===== src/rtl/free_timer_pkg.sv =====
// Constants and carrier types of the free-running timer block.
package free_timer_pkg;

	localparam logic [15:0] COUNT_RELOAD   = 16'hfffc;
	localparam logic [15:0] COUNT_TOP      = 16'hffff;
	localparam logic [15:0] COMPARE_RESET  = 16'h8000;
	localparam logic [7:0]  CTRL_RESET     = 8'h00;

	localparam logic [5:0] OFS_CTRL_ONE    = 6'h00;
	localparam logic [5:0] OFS_CTRL_TWO    = 6'h04;
	localparam logic [5:0] OFS_STATUS      = 6'h08;
	localparam logic [5:0] OFS_COUNT_HI    = 6'h0c;
	localparam logic [5:0] OFS_COUNT_LO    = 6'h10;
	localparam logic [5:0] OFS_SHADOW_HI   = 6'h14;
	localparam logic [5:0] OFS_SHADOW_LO   = 6'h18;
	localparam logic [5:0] OFS_CAP_ONE_HI  = 6'h1c;
	localparam logic [5:0] OFS_CAP_ONE_LO  = 6'h20;
	localparam logic [5:0] OFS_CAP_TWO_HI  = 6'h24;
	localparam logic [5:0] OFS_CAP_TWO_LO  = 6'h28;
	localparam logic [5:0] OFS_CMP_ONE_HI  = 6'h2c;
	localparam logic [5:0] OFS_CMP_ONE_LO  = 6'h30;
	localparam logic [5:0] OFS_CMP_TWO_HI  = 6'h34;
	localparam logic [5:0] OFS_CMP_TWO_LO  = 6'h38;

	// First control register fields.
	localparam int C1_OVF_IE   = 7;
	localparam int C1_CAP_IE   = 6;
	localparam int C1_CMP_IE   = 5;
	localparam int C1_CAP1_EDG = 4;
	localparam int C1_PWM      = 3;
	localparam int C1_ONE_PULS = 2;
	localparam int C1_LVL_ONE  = 1;
	localparam int C1_LVL_TWO  = 0;
	// Second control register fields.
	localparam int C2_CLK_LSB  = 0;
	localparam int C2_EXT_EDG  = 2;
	localparam int C2_CAP2_EDG = 3;
	localparam int C2_OUT1_EN  = 4;
	localparam int C2_OUT2_EN  = 5;
	// Flag positions, also their bits in the status register.
	localparam int F_OVF  = 0;
	localparam int F_CAP1 = 1;
	localparam int F_CAP2 = 2;
	localparam int F_CMP1 = 3;
	localparam int F_CMP2 = 4;

	localparam logic [1:0] CS_DIV4 = 2'b00;
	localparam logic [1:0] CS_DIV8 = 2'b01;
	localparam logic [1:0] CS_DIV2 = 2'b10;
	localparam logic [1:0] CS_EXT  = 2'b11;
	localparam logic [2:0] MASK_DIV2 = 3'h1;
	localparam logic [2:0] MASK_DIV4 = 3'h3;
	localparam logic [2:0] MASK_DIV8 = 3'h7;

	typedef struct packed {
		logic        read;
		logic        write;
		logic [5:0]  address;
		logic [3:0]  byteenable;
		logic [31:0] writedata;
	} avmm_req_type;

endpackage


===== src/rtl/free_timer.sv =====
// Free-running 16-bit timer with capture, compare and an Avalon-MM slave.
//
// Local design decisions: the address map and register access over Avalon-MM.
`timescale 1ns/10ps
module free_timer #(
	parameter bit         REDUCED   = 1'b0,
	parameter bit         SEP_VECS  = 1'b0,
	parameter logic [2:0] BONDED    = 3'h7
) (
	input  wire logic                          mclk,
	input  wire logic                          nrst,
	input  wire free_timer_pkg::avmm_req_type  avs_req,
	output logic                               avs_waitrequest,
	output logic [31:0]                        avs_readdata,
	input  wire logic                          capture_input_one,
	input  wire logic                          capture_input_two,
	input  wire logic                          external_count_clock,
	output logic                               compare_output_one,
	output logic                               compare_output_two,
	output logic                               timer_irq,
	output logic                               overflow_irq,
	output logic                               capture_irq,
	output logic                               compare_irq
);
	import free_timer_pkg::*;

	initial begin
		if (BONDED == 3'h0 && REDUCED) begin
			$error("free_timer: no input pin bonded");
		end
	end

	typedef struct packed {
		logic [15:0]      count;
		logic [2:0]       presc;
		logic [7:0]       ctrl_one;
		logic [7:0]       ctrl_two;
		logic [4:0]       flags;
		logic [4:0]       armed;
		logic [15:0]      cap_one;
		logic [15:0]      cap_two;
		logic [15:0]      cmp_one;
		logic [15:0]      cmp_two;
		logic [1:0]       cap_hold;
		logic [1:0][7:0]  lo_buf;
		logic [1:0]       buf_valid;
		logic [7:0]       snap;
		logic             out_one;
		logic             out_two;
		logic             ack;
		logic [31:0]      rdata;
		logic [2:0]       pin_prev;
	} timer_state_type;

	logic [1:0]       rst_sync;
	logic             rst_n;
	logic [2:0]       pin_meta;
	logic [2:0]       pin_sync;
	logic [2:0]       pin_now;
	timer_state_type  st;
	timer_state_type  next_st;
	logic             req;
	logic             acc;
	logic             tick;
	logic             ext_edge;
	logic [15:0]      count_inc;
	logic             cap_one_edge;
	logic             cap_two_edge;
	logic             hit_one;
	logic             hit_two;
	logic             pwm_restart;
	logic [2:0]       div_mask;

	always_ff @(posedge mclk or negedge nrst) begin
		if (!nrst) begin
			rst_sync <= 2'b00;
		end else begin
			rst_sync <= {rst_sync[0], 1'b1};
		end
	end
	assign rst_n = rst_sync[1];

	// Pins are order {external clock, capture two, capture one}.
	always_ff @(posedge mclk or negedge rst_n) begin
		if (!rst_n) begin
			pin_meta <= 3'h7;
			pin_sync <= 3'h7;
		end else begin
			pin_meta <= {external_count_clock, capture_input_two,
				capture_input_one};
			pin_sync <= pin_meta;
		end
	end
	assign pin_now = pin_sync | ~BONDED;

	assign req = avs_req.read | avs_req.write;
	assign acc = req & st.ack;
	assign avs_waitrequest = req & ~st.ack;
	assign avs_readdata = st.rdata;

	function automatic logic is_addr(input logic [5:0] ofs);
		is_addr = acc && avs_req.address == ofs;
	endfunction

	function automatic logic edge_seen(input logic now, input logic prev,
		input logic rising);
		edge_seen = rising ? (now & ~prev) : (~now & prev);
	endfunction

	always_comb begin
		unique case (st.ctrl_two[C2_CLK_LSB +: 2])
			CS_DIV2: div_mask = MASK_DIV2;
			CS_DIV4: div_mask = MASK_DIV4;
			CS_DIV8: div_mask = MASK_DIV8;
			CS_EXT:  div_mask = MASK_DIV8;
		endcase
	end

	// The external clock is sampled twice before its edge is taken.
	assign ext_edge = edge_seen(pin_now[2], st.pin_prev[2],
		st.ctrl_two[C2_EXT_EDG]);
	assign tick = (st.ctrl_two[C2_CLK_LSB +: 2] == CS_EXT) ? ext_edge
		: ((st.presc & div_mask) == div_mask);
	assign count_inc = st.count + 16'h0001;
	assign cap_one_edge = edge_seen(pin_now[0], st.pin_prev[0],
		st.ctrl_one[C1_CAP1_EDG]);
	assign cap_two_edge = !REDUCED && edge_seen(pin_now[1],
		st.pin_prev[1], st.ctrl_two[C2_CAP2_EDG]);
	assign hit_one = tick && count_inc == st.cmp_one;
	assign hit_two = tick && count_inc == st.cmp_two;
	assign pwm_restart = st.ctrl_one[C1_PWM] && hit_two;

	always_comb begin
		logic [4:0] set_f;
		logic [4:0] clr_f;
		logic       wr_lo;
		logic       reload;
		set_f = 5'h00;
		clr_f = 5'h00;
		wr_lo = 1'b0;
		reload = 1'b0;
		next_st = st;
		next_st.presc = st.presc + 3'h1;
		next_st.pin_prev = pin_now;
		next_st.ack = req & ~st.ack;

		// Read data is formed one cycle before the accepting edge.
		if (req && !st.ack) begin
			next_st.rdata = 32'h0000_0000;
			unique case (avs_req.address)
				OFS_CTRL_ONE:   next_st.rdata[7:0] = st.ctrl_one;
				OFS_CTRL_TWO:   next_st.rdata[7:0] = st.ctrl_two;
				OFS_STATUS:     next_st.rdata[4:0] = st.flags;
				OFS_COUNT_HI,
				OFS_SHADOW_HI:  next_st.rdata[7:0] = st.count[15:8];
				OFS_COUNT_LO:   next_st.rdata[7:0] = st.buf_valid[0]
					? st.lo_buf[0] : st.count[7:0];
				OFS_SHADOW_LO:  next_st.rdata[7:0] = st.buf_valid[1]
					? st.lo_buf[1] : st.count[7:0];
				OFS_CAP_ONE_HI: next_st.rdata[7:0] = st.cap_one[15:8];
				OFS_CAP_ONE_LO: next_st.rdata[7:0] = st.cap_one[7:0];
				OFS_CAP_TWO_HI: next_st.rdata[7:0] = st.cap_two[15:8];
				OFS_CAP_TWO_LO: next_st.rdata[7:0] = st.cap_two[7:0];
				OFS_CMP_ONE_HI: next_st.rdata[7:0] = st.cmp_one[15:8];
				OFS_CMP_ONE_LO: next_st.rdata[7:0] = st.cmp_one[7:0];
				OFS_CMP_TWO_HI: next_st.rdata[7:0] =
					REDUCED ? 8'h00 : st.cmp_two[15:8];
				OFS_CMP_TWO_LO: next_st.rdata[7:0] =
					REDUCED ? 8'h00 : st.cmp_two[7:0];
				default:        next_st.rdata = 32'h0000_0000;
			endcase
			next_st.snap = st.count[7:0];
		end

		wr_lo = acc && avs_req.write && avs_req.byteenable[0];
		if (wr_lo) begin
			unique case (avs_req.address)
				OFS_CTRL_ONE:   next_st.ctrl_one = avs_req.writedata[7:0];
				OFS_CTRL_TWO:   next_st.ctrl_two = avs_req.writedata[7:0];
				OFS_CMP_ONE_HI: next_st.cmp_one[15:8] =
					avs_req.writedata[7:0];
				OFS_CMP_ONE_LO: next_st.cmp_one[7:0] =
					avs_req.writedata[7:0];
				OFS_CMP_TWO_HI: next_st.cmp_two[15:8] =
					avs_req.writedata[7:0];
				OFS_CMP_TWO_LO: next_st.cmp_two[7:0] =
					avs_req.writedata[7:0];
				default:        next_st.cmp_two = next_st.cmp_two;
			endcase
		end
		reload = wr_lo && (avs_req.address == OFS_COUNT_LO ||
			avs_req.address == OFS_SHADOW_LO);

		// High byte read freezes the low byte until its low byte read.
		if (acc && avs_req.read) begin
			if (avs_req.address == OFS_COUNT_HI && !st.buf_valid[0]) begin
				next_st.lo_buf[0] = st.snap;
				next_st.buf_valid[0] = 1'b1;
			end
			if (avs_req.address == OFS_SHADOW_HI && !st.buf_valid[1]) begin
				next_st.lo_buf[1] = st.snap;
				next_st.buf_valid[1] = 1'b1;
			end
			if (avs_req.address == OFS_COUNT_LO) begin
				next_st.buf_valid[0] = 1'b0;
			end
			if (avs_req.address == OFS_SHADOW_LO) begin
				next_st.buf_valid[1] = 1'b0;
			end
			if (avs_req.address == OFS_CAP_ONE_HI) begin
				next_st.cap_hold[0] = 1'b1;
			end
			if (avs_req.address == OFS_CAP_TWO_HI) begin
				next_st.cap_hold[1] = 1'b1;
			end
			if (avs_req.address == OFS_CAP_ONE_LO) begin
				next_st.cap_hold[0] = 1'b0;
			end
			if (avs_req.address == OFS_CAP_TWO_LO) begin
				next_st.cap_hold[1] = 1'b0;
			end
		end

		// Counter: software reload first, then mode restarts, then ticks.
		if (reload) begin
			next_st.count = COUNT_RELOAD;
		end else if (pwm_restart ||
			(st.ctrl_one[C1_ONE_PULS] && cap_one_edge)) begin
			next_st.count = COUNT_RELOAD;
		end else if (tick) begin
			next_st.count = count_inc;
			if (st.count == COUNT_TOP) begin
				set_f[F_OVF] = 1'b1;
			end
		end

		// Capture is blocked between the high and low byte reads.
		if (cap_one_edge && !st.cap_hold[0] &&
			!st.ctrl_one[C1_PWM] && !st.ctrl_one[C1_ONE_PULS]) begin
			next_st.cap_one = st.count;
			set_f[F_CAP1] = 1'b1;
		end
		if (cap_two_edge && !st.cap_hold[1]) begin
			next_st.cap_two = st.count;
			set_f[F_CAP2] = 1'b1;
		end

		if (hit_one) begin
			set_f[F_CMP1] = 1'b1;
			if (st.ctrl_two[C2_OUT1_EN]) begin
				next_st.out_one = st.ctrl_one[C1_LVL_ONE];
			end
		end
		if (hit_two) begin
			set_f[F_CMP2] = !REDUCED;
			if (st.ctrl_one[C1_PWM] && st.ctrl_two[C2_OUT1_EN]) begin
				next_st.out_one = st.ctrl_one[C1_LVL_TWO];
			end else if (st.ctrl_two[C2_OUT2_EN]) begin
				next_st.out_two = st.ctrl_one[C1_LVL_TWO];
			end
		end
		if (st.ctrl_one[C1_ONE_PULS] && cap_one_edge &&
			st.ctrl_two[C2_OUT1_EN]) begin
			next_st.out_one = st.ctrl_one[C1_LVL_TWO];
		end

		// Flag clear: status read arms, matching low byte access clears.
		if (is_addr(OFS_STATUS) && avs_req.read) begin
			next_st.armed = st.armed | st.flags;
		end
		clr_f[F_OVF]  = is_addr(OFS_COUNT_LO) && st.armed[F_OVF];
		clr_f[F_CAP1] = is_addr(OFS_CAP_ONE_LO) && st.armed[F_CAP1];
		clr_f[F_CAP2] = is_addr(OFS_CAP_TWO_LO) && st.armed[F_CAP2];
		clr_f[F_CMP1] = is_addr(OFS_CMP_ONE_LO) && st.armed[F_CMP1];
		clr_f[F_CMP2] = is_addr(OFS_CMP_TWO_LO) && st.armed[F_CMP2];
		next_st.armed = next_st.armed & ~clr_f;
		// A flag raised in the clearing cycle survives.
		next_st.flags = (st.flags & ~clr_f) | set_f;
		if (REDUCED) begin
			next_st.flags[F_CAP2] = 1'b0;
			next_st.flags[F_CMP2] = 1'b0;
		end
	end

	// Every timer starts from the same state so instances run in step.
	always_ff @(posedge mclk or negedge rst_n) begin
		if (!rst_n) begin
			st <= '0;
			st.count <= COUNT_RELOAD;
			st.ctrl_one <= CTRL_RESET;
			st.ctrl_two <= CTRL_RESET;
			st.cmp_one <= COMPARE_RESET;
			st.cmp_two <= COMPARE_RESET;
			st.out_one <= 1'b1;
			st.out_two <= 1'b1;
			st.pin_prev <= 3'h7;
		end else begin
			st <= next_st;
		end
	end

	assign compare_output_one = st.out_one;
	assign compare_output_two = st.out_two;
	assign overflow_irq = st.flags[F_OVF] & st.ctrl_one[C1_OVF_IE];
	assign capture_irq = (st.flags[F_CAP1] | st.flags[F_CAP2])
		& st.ctrl_one[C1_CAP_IE];
	assign compare_irq = (st.flags[F_CMP1] | st.flags[F_CMP2])
		& st.ctrl_one[C1_CMP_IE];
	assign timer_irq = SEP_VECS ? 1'b0
		: (overflow_irq | capture_irq | compare_irq);
endmodule


===== config.mk =====
export PLATFORM = sky130hd
export DESIGN_NAME = free_timer
export DESIGN_NICKNAME = d
export VERILOG_FILES = /design/src/rtl/free_timer_pkg.sv /design/src/rtl/free_timer.sv
export SDC_FILE = /design/constraint.sdc
export NUM_CORES = 1
export LEC_CHECK = 0
export BUFFER_PORTS_ARGS = -buffer_cell sky130_fd_sc_hd__buf_4
export CORE_UTILIZATION = 25
export CTS_CLUSTER_DIAMETER = 200
export DETAILED_ROUTE_END_ITERATION = 7
export MAX_ROUTING_LAYER = met4
export PLACE_DENSITY = 0.47
export SLEW_MARGIN = 20
export SYNTH_ARGS = -nofsm -noshare
export SYNTH_HDL_FRONTEND = slang
export SYNTH_SLANG_ARGS = --single-unit
export TNS_END_PERCENT = 1

===== constraint.sdc =====
create_clock -name mclk -period 8.1 [get_ports mclk]
set_clock_uncertainty 0.05 [all_clocks]
set_input_delay 2.43 -clock mclk [delete_from_list [all_inputs] [get_ports mclk]]
set_output_delay 2.43 -clock mclk [all_outputs]
set_load 0.1 [all_outputs]

======== After elaboration in Yosys (flattened, before gate mapping) ========
Cells that the tools add are included.
cells by class
  add/subtract/negate cells ............... 2
  equality and inequality tests ........... 21
  multiplexer cells ....................... 36
  bitwise logic cells ..................... 30
  reduce and logical (&&, ||, !) cells .... 60
operator list
  kind                                                              number
  5-bit one-hot mux with 14 select lines                            1
  16-bit 2-to-1 mux                                                 3
  6-bit == test (second input constant)                             7
  3-bit one-hot mux with 13 select lines                            1
  16-bit == test                                                    2
  1-bit logical AND                                                 29
  1-bit 2-to-1 mux                                                  26
  6-bit by 5-bit == test with 1-bit output (second input constant)  4
  2-bit AND reduction                                               12
  16-bit by 1-bit adder with 16-bit output (second input constant)  1
  16-bit == test (second input constant)                            1
  8-bit 2-to-1 mux                                                  2
  6-bit by 4-bit == test with 1-bit output (second input constant)  2
  1-bit bitwise AND                                                 11
  5-bit bitwise AND                                                 2
  5-bit OR                                                          2
  3-bit one-hot mux with 3 select lines                             1
  1-bit inverter                                                    8
  2-bit nonzero test                                                4
  1-bit zero test                                                   7
  6-bit by 3-bit == test with 1-bit output (second input constant)  1
  6-bit zero test                                                   1
  5-bit 2-to-1 mux                                                  1
  5-bit inverter                                                    1
  12 further kinds                                                  19
word-level totals
  register bits after elaboration ......... 159
  input port bits ......................... 49
  output and inout port bits .............. 39
  word-level logic and storage cells ...... 176

======== Longest topological paths before layout ========
Gate-level depths: netlist of run 1.
  depth in word-level cells ............... 12
  mapped depth ............................ 13
  mapped depth without buffers ............ 9

======== Worst setup path before layout of run 1 ========
OpenSTA, ideal clock, no wires.
  path kind ............................... input -> output
  from .................................... input avs_req[43] in the netlist's numbering
  to ...................................... output avs_waitrequest
  arrival ................................. 3.874 ns
  required time ........................... 5.620 ns
  path slack .............................. 1.746 ns
  cell stages on the path ................. 3
  buffers on the path ..................... 1
  path through ............................ clkbuf_1 o21bai_1 clkinv_1
on the way
  longest elaborated chain between the ends .. 2
RTL lines
  item               RTL line          source
  from (decl)        free_timer.sv:12  input wire free_timer_pkg::avmm_req_type avs_req,
  1-bit OR           free_timer.sv:96  assign req = avs_req.read | avs_req.write;
  1-bit bitwise AND  free_timer.sv:98  assign avs_waitrequest = req & ~st.ack;
  to (decl)          free_timer.sv:13  output logic avs_waitrequest,
Every way passes these cells.

======== Worst setup path after layout of run 1 ========
  from .................................... input avs_req[42] in the netlist's numbering
  to ...................................... output avs_waitrequest
Same word-level chain as after synthesis.

==> metrics.md, run 1 <==
| Metric | Value |
|---|---|
| Critical register-to-register path startpoint | `st[159]$_DFFE_PN0P_` |
| Maximum number of pins on one net before global-route repair | `slightly above 70` |
| Dominant cell type by area after synthesis | `sky130_fd_sc_hd__dfrtp_1` |
| Top flip-flop cell by instance count after synthesis | `sky130_fd_sc_hd__dfrtp_1` |
| Vias per cell | `5.02` |
| Mean Syn Cell Area | `roughly 11 um2` |
| Capturing element type of the critical path | `primary output` |
| Chip Height | `189 um` |
| Crit Reg-Reg Endpoint | `st[135]$_DFF_PN0_` |
| Number of detailed-route iterations in the first pass | `6` |
| Maximum achievable frequency | `about 0.16 GHz` |
| Global-route wire length before repair | `42.4 mm` |
| Setup repair after global routing missed its margin | `no` |
| Drt total wl | `around 28 mm` |
| Slew at the pin closest to its max-slew limit | `1.12 ns` |
| Clk root buf | `sky130_fd_sc_hd__clkbuf_16` |
| TNS Setup | `0 ns` |
| Number of H-tree levels | `4` |
| Final std cells w/o fill | `1311` |
| Leakage power figure | `4.24 nW` |
| Pint | `0.00184 W` |
| Area share of the leading cell type in the synthesized netlist | `between 30 and 40%` |
| WP data required | `5.62 ns` |
| Final Max Slew Viols | `0` |
| Hold-fix buffers at CTS | `0` |
| Vias in the first global route | `6441` |
| Sequential share of power | `44.6%` |
| Worst Path Arrival | `about 3.7 ns` |
| Final Critical Period | `6.16 ns` |
| Outcome | `complete, no violations` |
| Initial antenna violation count | `1` |
| Layout cells sized above 1 | `around 26%` |
| NetSw | `0.00113 W` |
| Power per Cell Area | `299 mW/mm2` |
| Area growth from synthesis to layout | `13.2%` |
| Largest fanout on the critical path | `19` |
| Placed insts | `1278` |
| Gp weighted congestion | `a little under 0.9` |
| Worst slew margin | `about 25%` |
| DR DRC count | `0` |
| Starting density of the core | `25.4%` |
| Total number of vias | `6587` |
| Number of different library cells in the post-synthesis netlist | `76` |
| Clk sinks | `159` |
| Clock network fraction of total power | `30.2%` |
| Hold WC Path Type | `flop to asynchronous set/reset pin` |
| HPWL after detailed placement | `~20 mm` |
| Number of buffers created by CTS | `17` |
| Antenna-violating nets left | `0` |
| Ranking of synthesized cells by instance count | `sky130_fd_sc_hd__dfrtp_1 (132), sky130_fd_sc_hd__nand2_1 (97), sky130_fd_sc_hd__mux2_2 (94)` |
| Average wire length per cell after detail routing | `21.3 um` |
| First-iteration detailed-routing DRC count | `622` |
| Final net count | `893` |
| Hold Vio Cnt, Final | `0` |
| Gr ovfl total | `0` |
| Part of the power in combinational logic | `around 25%` |
| Number of synthesized flops with an enable pin | `0` |
| Clock tree from TritonCTS | `built` |
| Total Die Area | `0.0359 mm2` |
| Post-CTS setup buffer count | `0` |
| Kind of critical path | `primary input to primary output` |
| Crit. Startpoint | `avs_req[42]` |
| Total number of placement rows | `68` |
| All-Layer GR Usage | `between 10% and 20%` |
| Switching power as a share of total power | `a little under two fifths` |
| Worst R2R Setup Slack | `4.10 ns` |
| Share of synthesized registers carrying an async set or reset | `100%` |
| Number of filler cells placed in the layout | `3658` |
| Clock latency at the later pin of the worst-skew pair | `about 0.44 ns` |
| Clock-pin slew reported for the worst setup and hold paths after clock tree synthesis | `0.07 ns` |
| Final period utilization | `roughly 76%` |
| Count of pins on the block boundary | `88` |
| Synthesis-stage register bit count | `approximately 160` |
| Worst r2r path cells | `9` |
| Most frequent cell after synthesis | `sky130_fd_sc_hd__dfrtp_1` |
| Final count of negative-setup-slack endpoints | `0` |
| Die X | `189 um` |
| Post-Syn Area | `0.00877 mm2` |
| Worst vdd rail ir drop | `0.000146 V` |
| Cell count after synthesis | `~830` |
| Ys Warns | `0` |
| Leading cell types by total area after synthesis | `sky130_fd_sc_hd__dfrtp_1 (38%), sky130_fd_sc_hd__mux2_2 (12%), sky130_fd_sc_hd__dfstp_2 (8.1%), sky130_fd_sc_hd__nand2_1 (4.1%), sky130_fd_sc_hd__mux2i_1 (3.2%)` |
| Core region area | `0.0345 mm2` |
| Buffers on Ports | `36` |
| Total of max-cap violations | `0` |
| Share of synthesized area occupied by flip-flops and latches | `45.7%` |
| Post-cts sizing count | `0` |
| Max Buffers Root-to-Sink | `2` |
| CP Launch Type | `primary input` |
placed cells by master, fill, tap and decap left out, types with 17 or more instances in the layout:
cell                          n
sky130_fd_sc_hd__nand2_1     97
sky130_fd_sc_hd__dfstp_2     27
sky130_fd_sc_hd__dfrtp_1    131
sky130_fd_sc_hd__a21oi_1     23
sky130_fd_sc_hd__xnor2_1     29
sky130_fd_sc_hd__xor2_1      24
sky130_fd_sc_hd__clkbuf_16   17
sky130_fd_sc_hd__o21ai_0     39
sky130_fd_sc_hd__buf_4       42
sky130_fd_sc_hd__mux2_2      94
sky130_fd_sc_hd__mux2i_1     28
sky130_fd_sc_hd__conb_1      25
sky130_fd_sc_hd__nand3_1     26
sky130_fd_sc_hd__nor2_1      51
metrics by stage:
stage               hold slack, ns  worst slack, ns  util (%)  total power, W  cell area [um2]
global route                 0.312             1.80      28.7         0.00312             9930
detailed placement           0.290             1.92      26.9         0.00208             9280
global placement             0.287             1.91      26.9         0.00207             9280
CTS                          0.310             1.92      28.7         0.00299             9930
finish                       0.290             1.94      28.8         0.00297             9930
floorplan                    0.281             1.75         -         0.00184             8860
critical path, cell delays in order:
cell and delay (ns):
sky130_fd_sc_hd__buf_4 0.12, sky130_fd_sc_hd__o21bai_1 0.15, sky130_fd_sc_hd__buf_4 0.26, sky130_fd_sc_hd__clkinv_1 0.34
sky130_fd_sc_hd__buf_4 0.36
area by class of cell:
class,count,area (um2),area share (%)
Sequential cell,159,4020,40.4
Clock inverter,15,220,2.22
Multi-Input combinational cell,611,4340,43.7
Timing Repair Buffer,42,315,3.17
Clock buffer,17,425,4.28
Antenna cell,1,2.50,0.0252
Inverter,11,41.3,0.416
Tap cell,455,569,5.73
logic make-up after synthesis:
| logic type | synth area share [%] |
|---|---|
| and+or+nand+nor | 14.7 |
| AOI/OAI and AO/OA | 12.8 |
| muxes | 15.3 |
| other | 0.0856 |
| adders and majority gates | 0.285 |
| buffers and inverters | 5.85 |
| xor gates and xnor gates | 5.29 |
| DFF | 45.7 |
routing by layer:
layer	routed length [um]	up-vias	GRT usage, %
li1	-	2979	-
met1	13300	3350	22.5
met2	12600	225	24.7
met3	1540	33	3.35
met4	535	0	4.47
met5	0	-	-
sequential cells by signal, indices dropped and copies added (netlist names):
register and cells:
pin_now 3, avs_readdata 8, rst_sync 2, st 141, pin_meta 3, compare_output_two 1, compare_output_one 1
power by group through the flow:
stage          sequential (W)  clock, W  combinational (W)
5_1_grt               0.00136  0.000945           0.000815
6_report              0.00133  0.000899           0.000748
2_1_floorplan         0.00109         0           0.000753
3_5_place_dp          0.00134         0           0.000746
3_3_place_gp          0.00133         0           0.000739
4_1_cts               0.00132  0.000913           0.000749
worst max-delay path by stage:
stage / end / slack [ns] / depth (start not counted)
2_1_floorplan: avs_waitrequest / 1.75 / 3
3_3_place_gp: avs_waitrequest / 1.91 / 5
3_5_place_dp: avs_waitrequest / 1.92 / 5
4_1_cts: avs_waitrequest / 1.92 / 5
5_1_grt: avs_waitrequest / 1.80 / 5
6_report: avs_waitrequest / 1.94 / 5
(Power assumes the default switching activity.)
==> inputs of run 2 (changes only) <==
Settings changed: ABC_AREA set to 1, PLACE_DENSITY 0.47 to 0.49.
Clock period 8.1 ns to 5.2 ns, I/O delays scaled along.
==> run 2 against run 1 <==
Sequential cell count unchanged. Hold slack better by 0.012 ns. Routed wire length up 0.22%.
==> metrics.md, run 2 <==
| Metric | Value |
|---|---|
| Vias in the first global route | `approximately 7.0k` |
| Area share of the leading cell type in the synthesized netlist | `39.6%` |
| Kind of critical path | `primary input to primary output` |
| Switching power as a share of total power | `39.0%` |
| Initial antenna violation count | `0` |
| Worst vdd rail ir drop | `0.000242 V` |
| Antenna-violating nets left | `0` |
| Total Die Area | `0.0341 mm2` |
| Antenna diodes | `0` |
| Gp weighted congestion | `between 0.9 and 1` |
| Hold Vio Cnt, Final | `0` |
| Post-cts sizing count | `0` |
| Final period utilization | `between 70% and 80%` |
| Power per Cell Area | `458 mW/mm2` |
| Count of pins on the block boundary | `88` |
| Clock-pin slew reported for the worst setup and hold paths after clock tree synthesis | `roughly 0.070 ns` |
| WP data required | `3.59 ns` |
| Post-Syn Area | `~0.0083 mm2` |
| Clock latency at the later pin of the worst-skew pair | `between 0.4 and 0.5 ns` |
| All-Layer GR Usage | `17.8%` |
| Number of detailed-route iterations in the first pass | `5` |
| Critical Path Most Common Cell | `sky130_fd_sc_hd__buf_4` |
| Gr ovfl total | `0` |
| Total number of vias | `7181` |
| Commonest cells after routing, fill and taps aside | `sky130_fd_sc_hd__nand2_1 (322), sky130_fd_sc_hd__o21ai_0 (147), sky130_fd_sc_hd__dfrtp_1 (131)` |
| Multi-input logic area | `around 0.0036 mm2` |
| Sequence of cells on the critical path | `buf_4 -> nor2_1 -> nor2_2 -> buf_4` |
| Layout cells sized above 1 | `12.5%` |
| Grt peak-use layer | `met2` |
| Worst setup timing slack at the placement stage | `1.34 ns` |
| Area growth from synthesis to layout | `14.5%` |
| Number of buffers created by CTS | `17` |
| Delay of the slowest cell on the worst path | `0.23 ns` |
| Maximum number of pins on one net before global-route repair | `97` |
| Number of flip-flops in the largest register | `141` |
| Total number of placement rows | `66` |
| Largest reg by FF count | `st` |
| Buffers on Ports | `36` |
| Top flip-flop cell by instance count after synthesis | `sky130_fd_sc_hd__dfrtp_1` |
| Worst slew margin | `33.2%` |
| Clk root buf | `sky130_fd_sc_hd__clkbuf_16` |
| Number of synthesized flops with an enable pin | `0` |
| Drt total wl | `28.0 mm` |
| Leading cell types by total area after synthesis | `sky130_fd_sc_hd__dfrtp_1 (40%), sky130_fd_sc_hd__nand2_1 (15%), sky130_fd_sc_hd__o21ai_0 (8.8%), sky130_fd_sc_hd__dfstp_2 (8.5%), sky130_fd_sc_hd__inv_1 (5.5%)` |
| CP Launch Type | `primary input` |
| Capturing element type of the critical path | `primary output` |
| Part of the power in combinational logic | `a little under 30%` |
| Clock network fraction of total power | `29.8%` |
| Hold WC Path Type | `flop to flop` |
| Ys Warns | `0` |
| Sequential share of power | `41.0%` |
| Number of different library cells in the post-synthesis netlist | `45` |
| Post-CTS setup buffer count | `0` |
| DR DRC count | `0` |
| Total of max-cap violations | `0` |
| Maximum achievable frequency | `0.269 GHz` |
| Largest fanout on the critical path | `2` |
| Setup repair after global routing missed its margin | `no` |
| First-iteration detailed-routing DRC count | `688` |
| Outcome | `complete, no violations` |
| Most common cell after layout, fill and taps aside | `sky130_fd_sc_hd__nand2_1` |
| Final count of negative-setup-slack endpoints | `0` |
| Max Buffers Root-to-Sink | `2` |
| Number of filler cells placed in the layout | `3619` |
| GRT met3 Usage | `3.95%` |
| NetSw | `0.00171 W` |
| Cell count after synthesis | `1070` |
| Global-route wire length before repair | `43.0 mm` |
| HPWL after detailed placement | `between 20 and 25 mm` |
| Area occupied by registers | `0.00402 mm2` |
| Ranking of synthesized cells by instance count | `sky130_fd_sc_hd__nand2_1 (323), sky130_fd_sc_hd__o21ai_0 (147), sky130_fd_sc_hd__dfrtp_1 (132)` |
| Worst Path Arrival | `2.11 ns` |
| Average wire length per cell after detail routing | `18.1 um` |
| Slew at the pin closest to its max-slew limit | `1.00 ns` |
| Dominant cell type by area after synthesis | `sky130_fd_sc_hd__dfrtp_1` |
| Core region area | `0.0327 mm2` |
| CP top delay family | `buffers and inverters` |
| Pint | `between 0.002 and 0.003 W` |
| Global routing usage on met1 | `24.7%` |
| Share of synthesized registers carrying an async set or reset | `100%` |
| TNS Setup | `0 ns` |
| Buffer and inverter count on the worst path | `2` |
| Clk sinks | `between 150 and 200` |
| Hold-fix buffers at CTS | `0` |
| Number of H-tree levels | `4` |
| Vias per cell | `4.63` |
| Most frequent cell after synthesis | `sky130_fd_sc_hd__nand2_1` |
| Share of synthesized area occupied by flip-flops and latches | `~48%` |
| Starting density of the core | `roughly 25%` |
| Mean Syn Cell Area | `7.79 um2` |
| Final net count | `~1.1k` |
| Chip Height | `185 um` |
| Synthesis-stage register bit count | `~160` |
| Slowest cell on crit path | `sky130_fd_sc_hd__buf_4` |
| Worst-case setup margin in the final layout | `1.48 ns` |
| Met2 track demand over resource in global routing | `about a quarter` |
| Final Max Slew Viols | `0` |
| Die X | `185 um` |
| Clock tree from TritonCTS | `built` |
| Leakage power figure | `4.49 nW` |
| Final Critical Period | `3.72 ns` |
==> run 2: changes by cell type after synthesis, moves of 10 or more <==
cell / previous run / this run
sky130_fd_sc_hd__xor2_1: 24 / 3
sky130_fd_sc_hd__nand2_1: 97 / 323
sky130_fd_sc_hd__nand3_1: 26 / 51
sky130_fd_sc_hd__mux2i_1: 28 / 0
sky130_fd_sc_hd__o22ai_1: 10 / 20
sky130_fd_sc_hd__o21ai_0: 39 / 147
sky130_fd_sc_hd__inv_1: 8 / 122
sky130_fd_sc_hd__mux2_2: 94 / 0
sky130_fd_sc_hd__xnor2_1: 29 / 3
sky130_fd_sc_hd__nand2_2: 0 / 18
==> run 2: layout make-up <==
type	instances	area share, %
Inverter	131	5.18
Clock inverter	9	1.44
Multi-Input combinational cell	748	37.4
Clock buffer	23	4.80
Timing Repair Buffer	40	3.28
Tap cell	442	5.79
Sequential cell	159	42.1
==> run 2: metal layers <==
layer  share of wire (%)  vias to the layer above
met5                   0                        -
met4                 1.7                        0
met3                 6.8                       23
met2                  43                      224
met1                  49                     3444
li1                    -                     3490
==> run 2: path summary, 6_finish.rpt <==
path                                        from                           end  slack (ns)  cells past startpoint
max                                  avs_req[42]               avs_waitrequest        1.48                      4
min                        pin_meta[1]$_DFF_PN1_          pin_now[1]$_DFF_PN1_        0.30                      0
min in group asynchronous  rst_sync[1]$_DFF_PN0_             st[156]$_DFF_PN0_        0.38                      0
max reg2reg                  st[159]$_DFFE_PN0P_  compare_output_one$_DFF_PN1_        2.54                     13
max in group asynchronous  rst_sync[1]$_DFF_PN0_           st[165]$_DFFE_PN1P_        3.72                      1
min reg2reg                pin_meta[1]$_DFF_PN1_          pin_now[1]$_DFF_PN1_        0.30                      0
==> run 2: per-stage QoR <==
stage | hold slack [ns] | total power [W] | instances | cell area (um2) | utilization, %
after detailed placement | 0.291 | 0.00307 | 1520 | 8950 | 27.4
after global placement | 0.288 | 0.00306 | 1520 | 8950 | 27.4
after CTS | 0.305 | 0.00439 | 1552 | 9540 | 29.2
final | 0.302 | 0.00437 | 1552 | 9540 | 29.2
after floorplan | 0.281 | 0.00270 | 1093 | 8420 | -
after global routing | 0.309 | 0.00465 | 1552 | 9540 | 29.2
==> run 2: power groups by stage <==
stage / Combinational (W) / Sequential, W / Clock (W)
after floorplan: 0.00101 / 0.00169 / 0
after global placement: 0.00126 / 0.00180 / 0
after detailed placement: 0.00127 / 0.00181 / 0
after CTS: 0.00127 / 0.00179 / 0.00133
after global routing: 0.00143 / 0.00183 / 0.00139
final: 0.00128 / 0.00179 / 0.00130
==> run 2: logic make-up after synthesis <==
| group | after synthesis | share of synthesized area (%) |
|---|---|---|
| fa+ha+maj | 2 | 0.300 |
| simple gates | 496 | 25.6 |
| flops | 159 | 48.1 |
| buf+inv | 186 | 10.1 |
| other cells | 2 | 0.0901 |
| xor+xnor | 8 | 1.17 |
| compound gates | 217 | 14.5 |
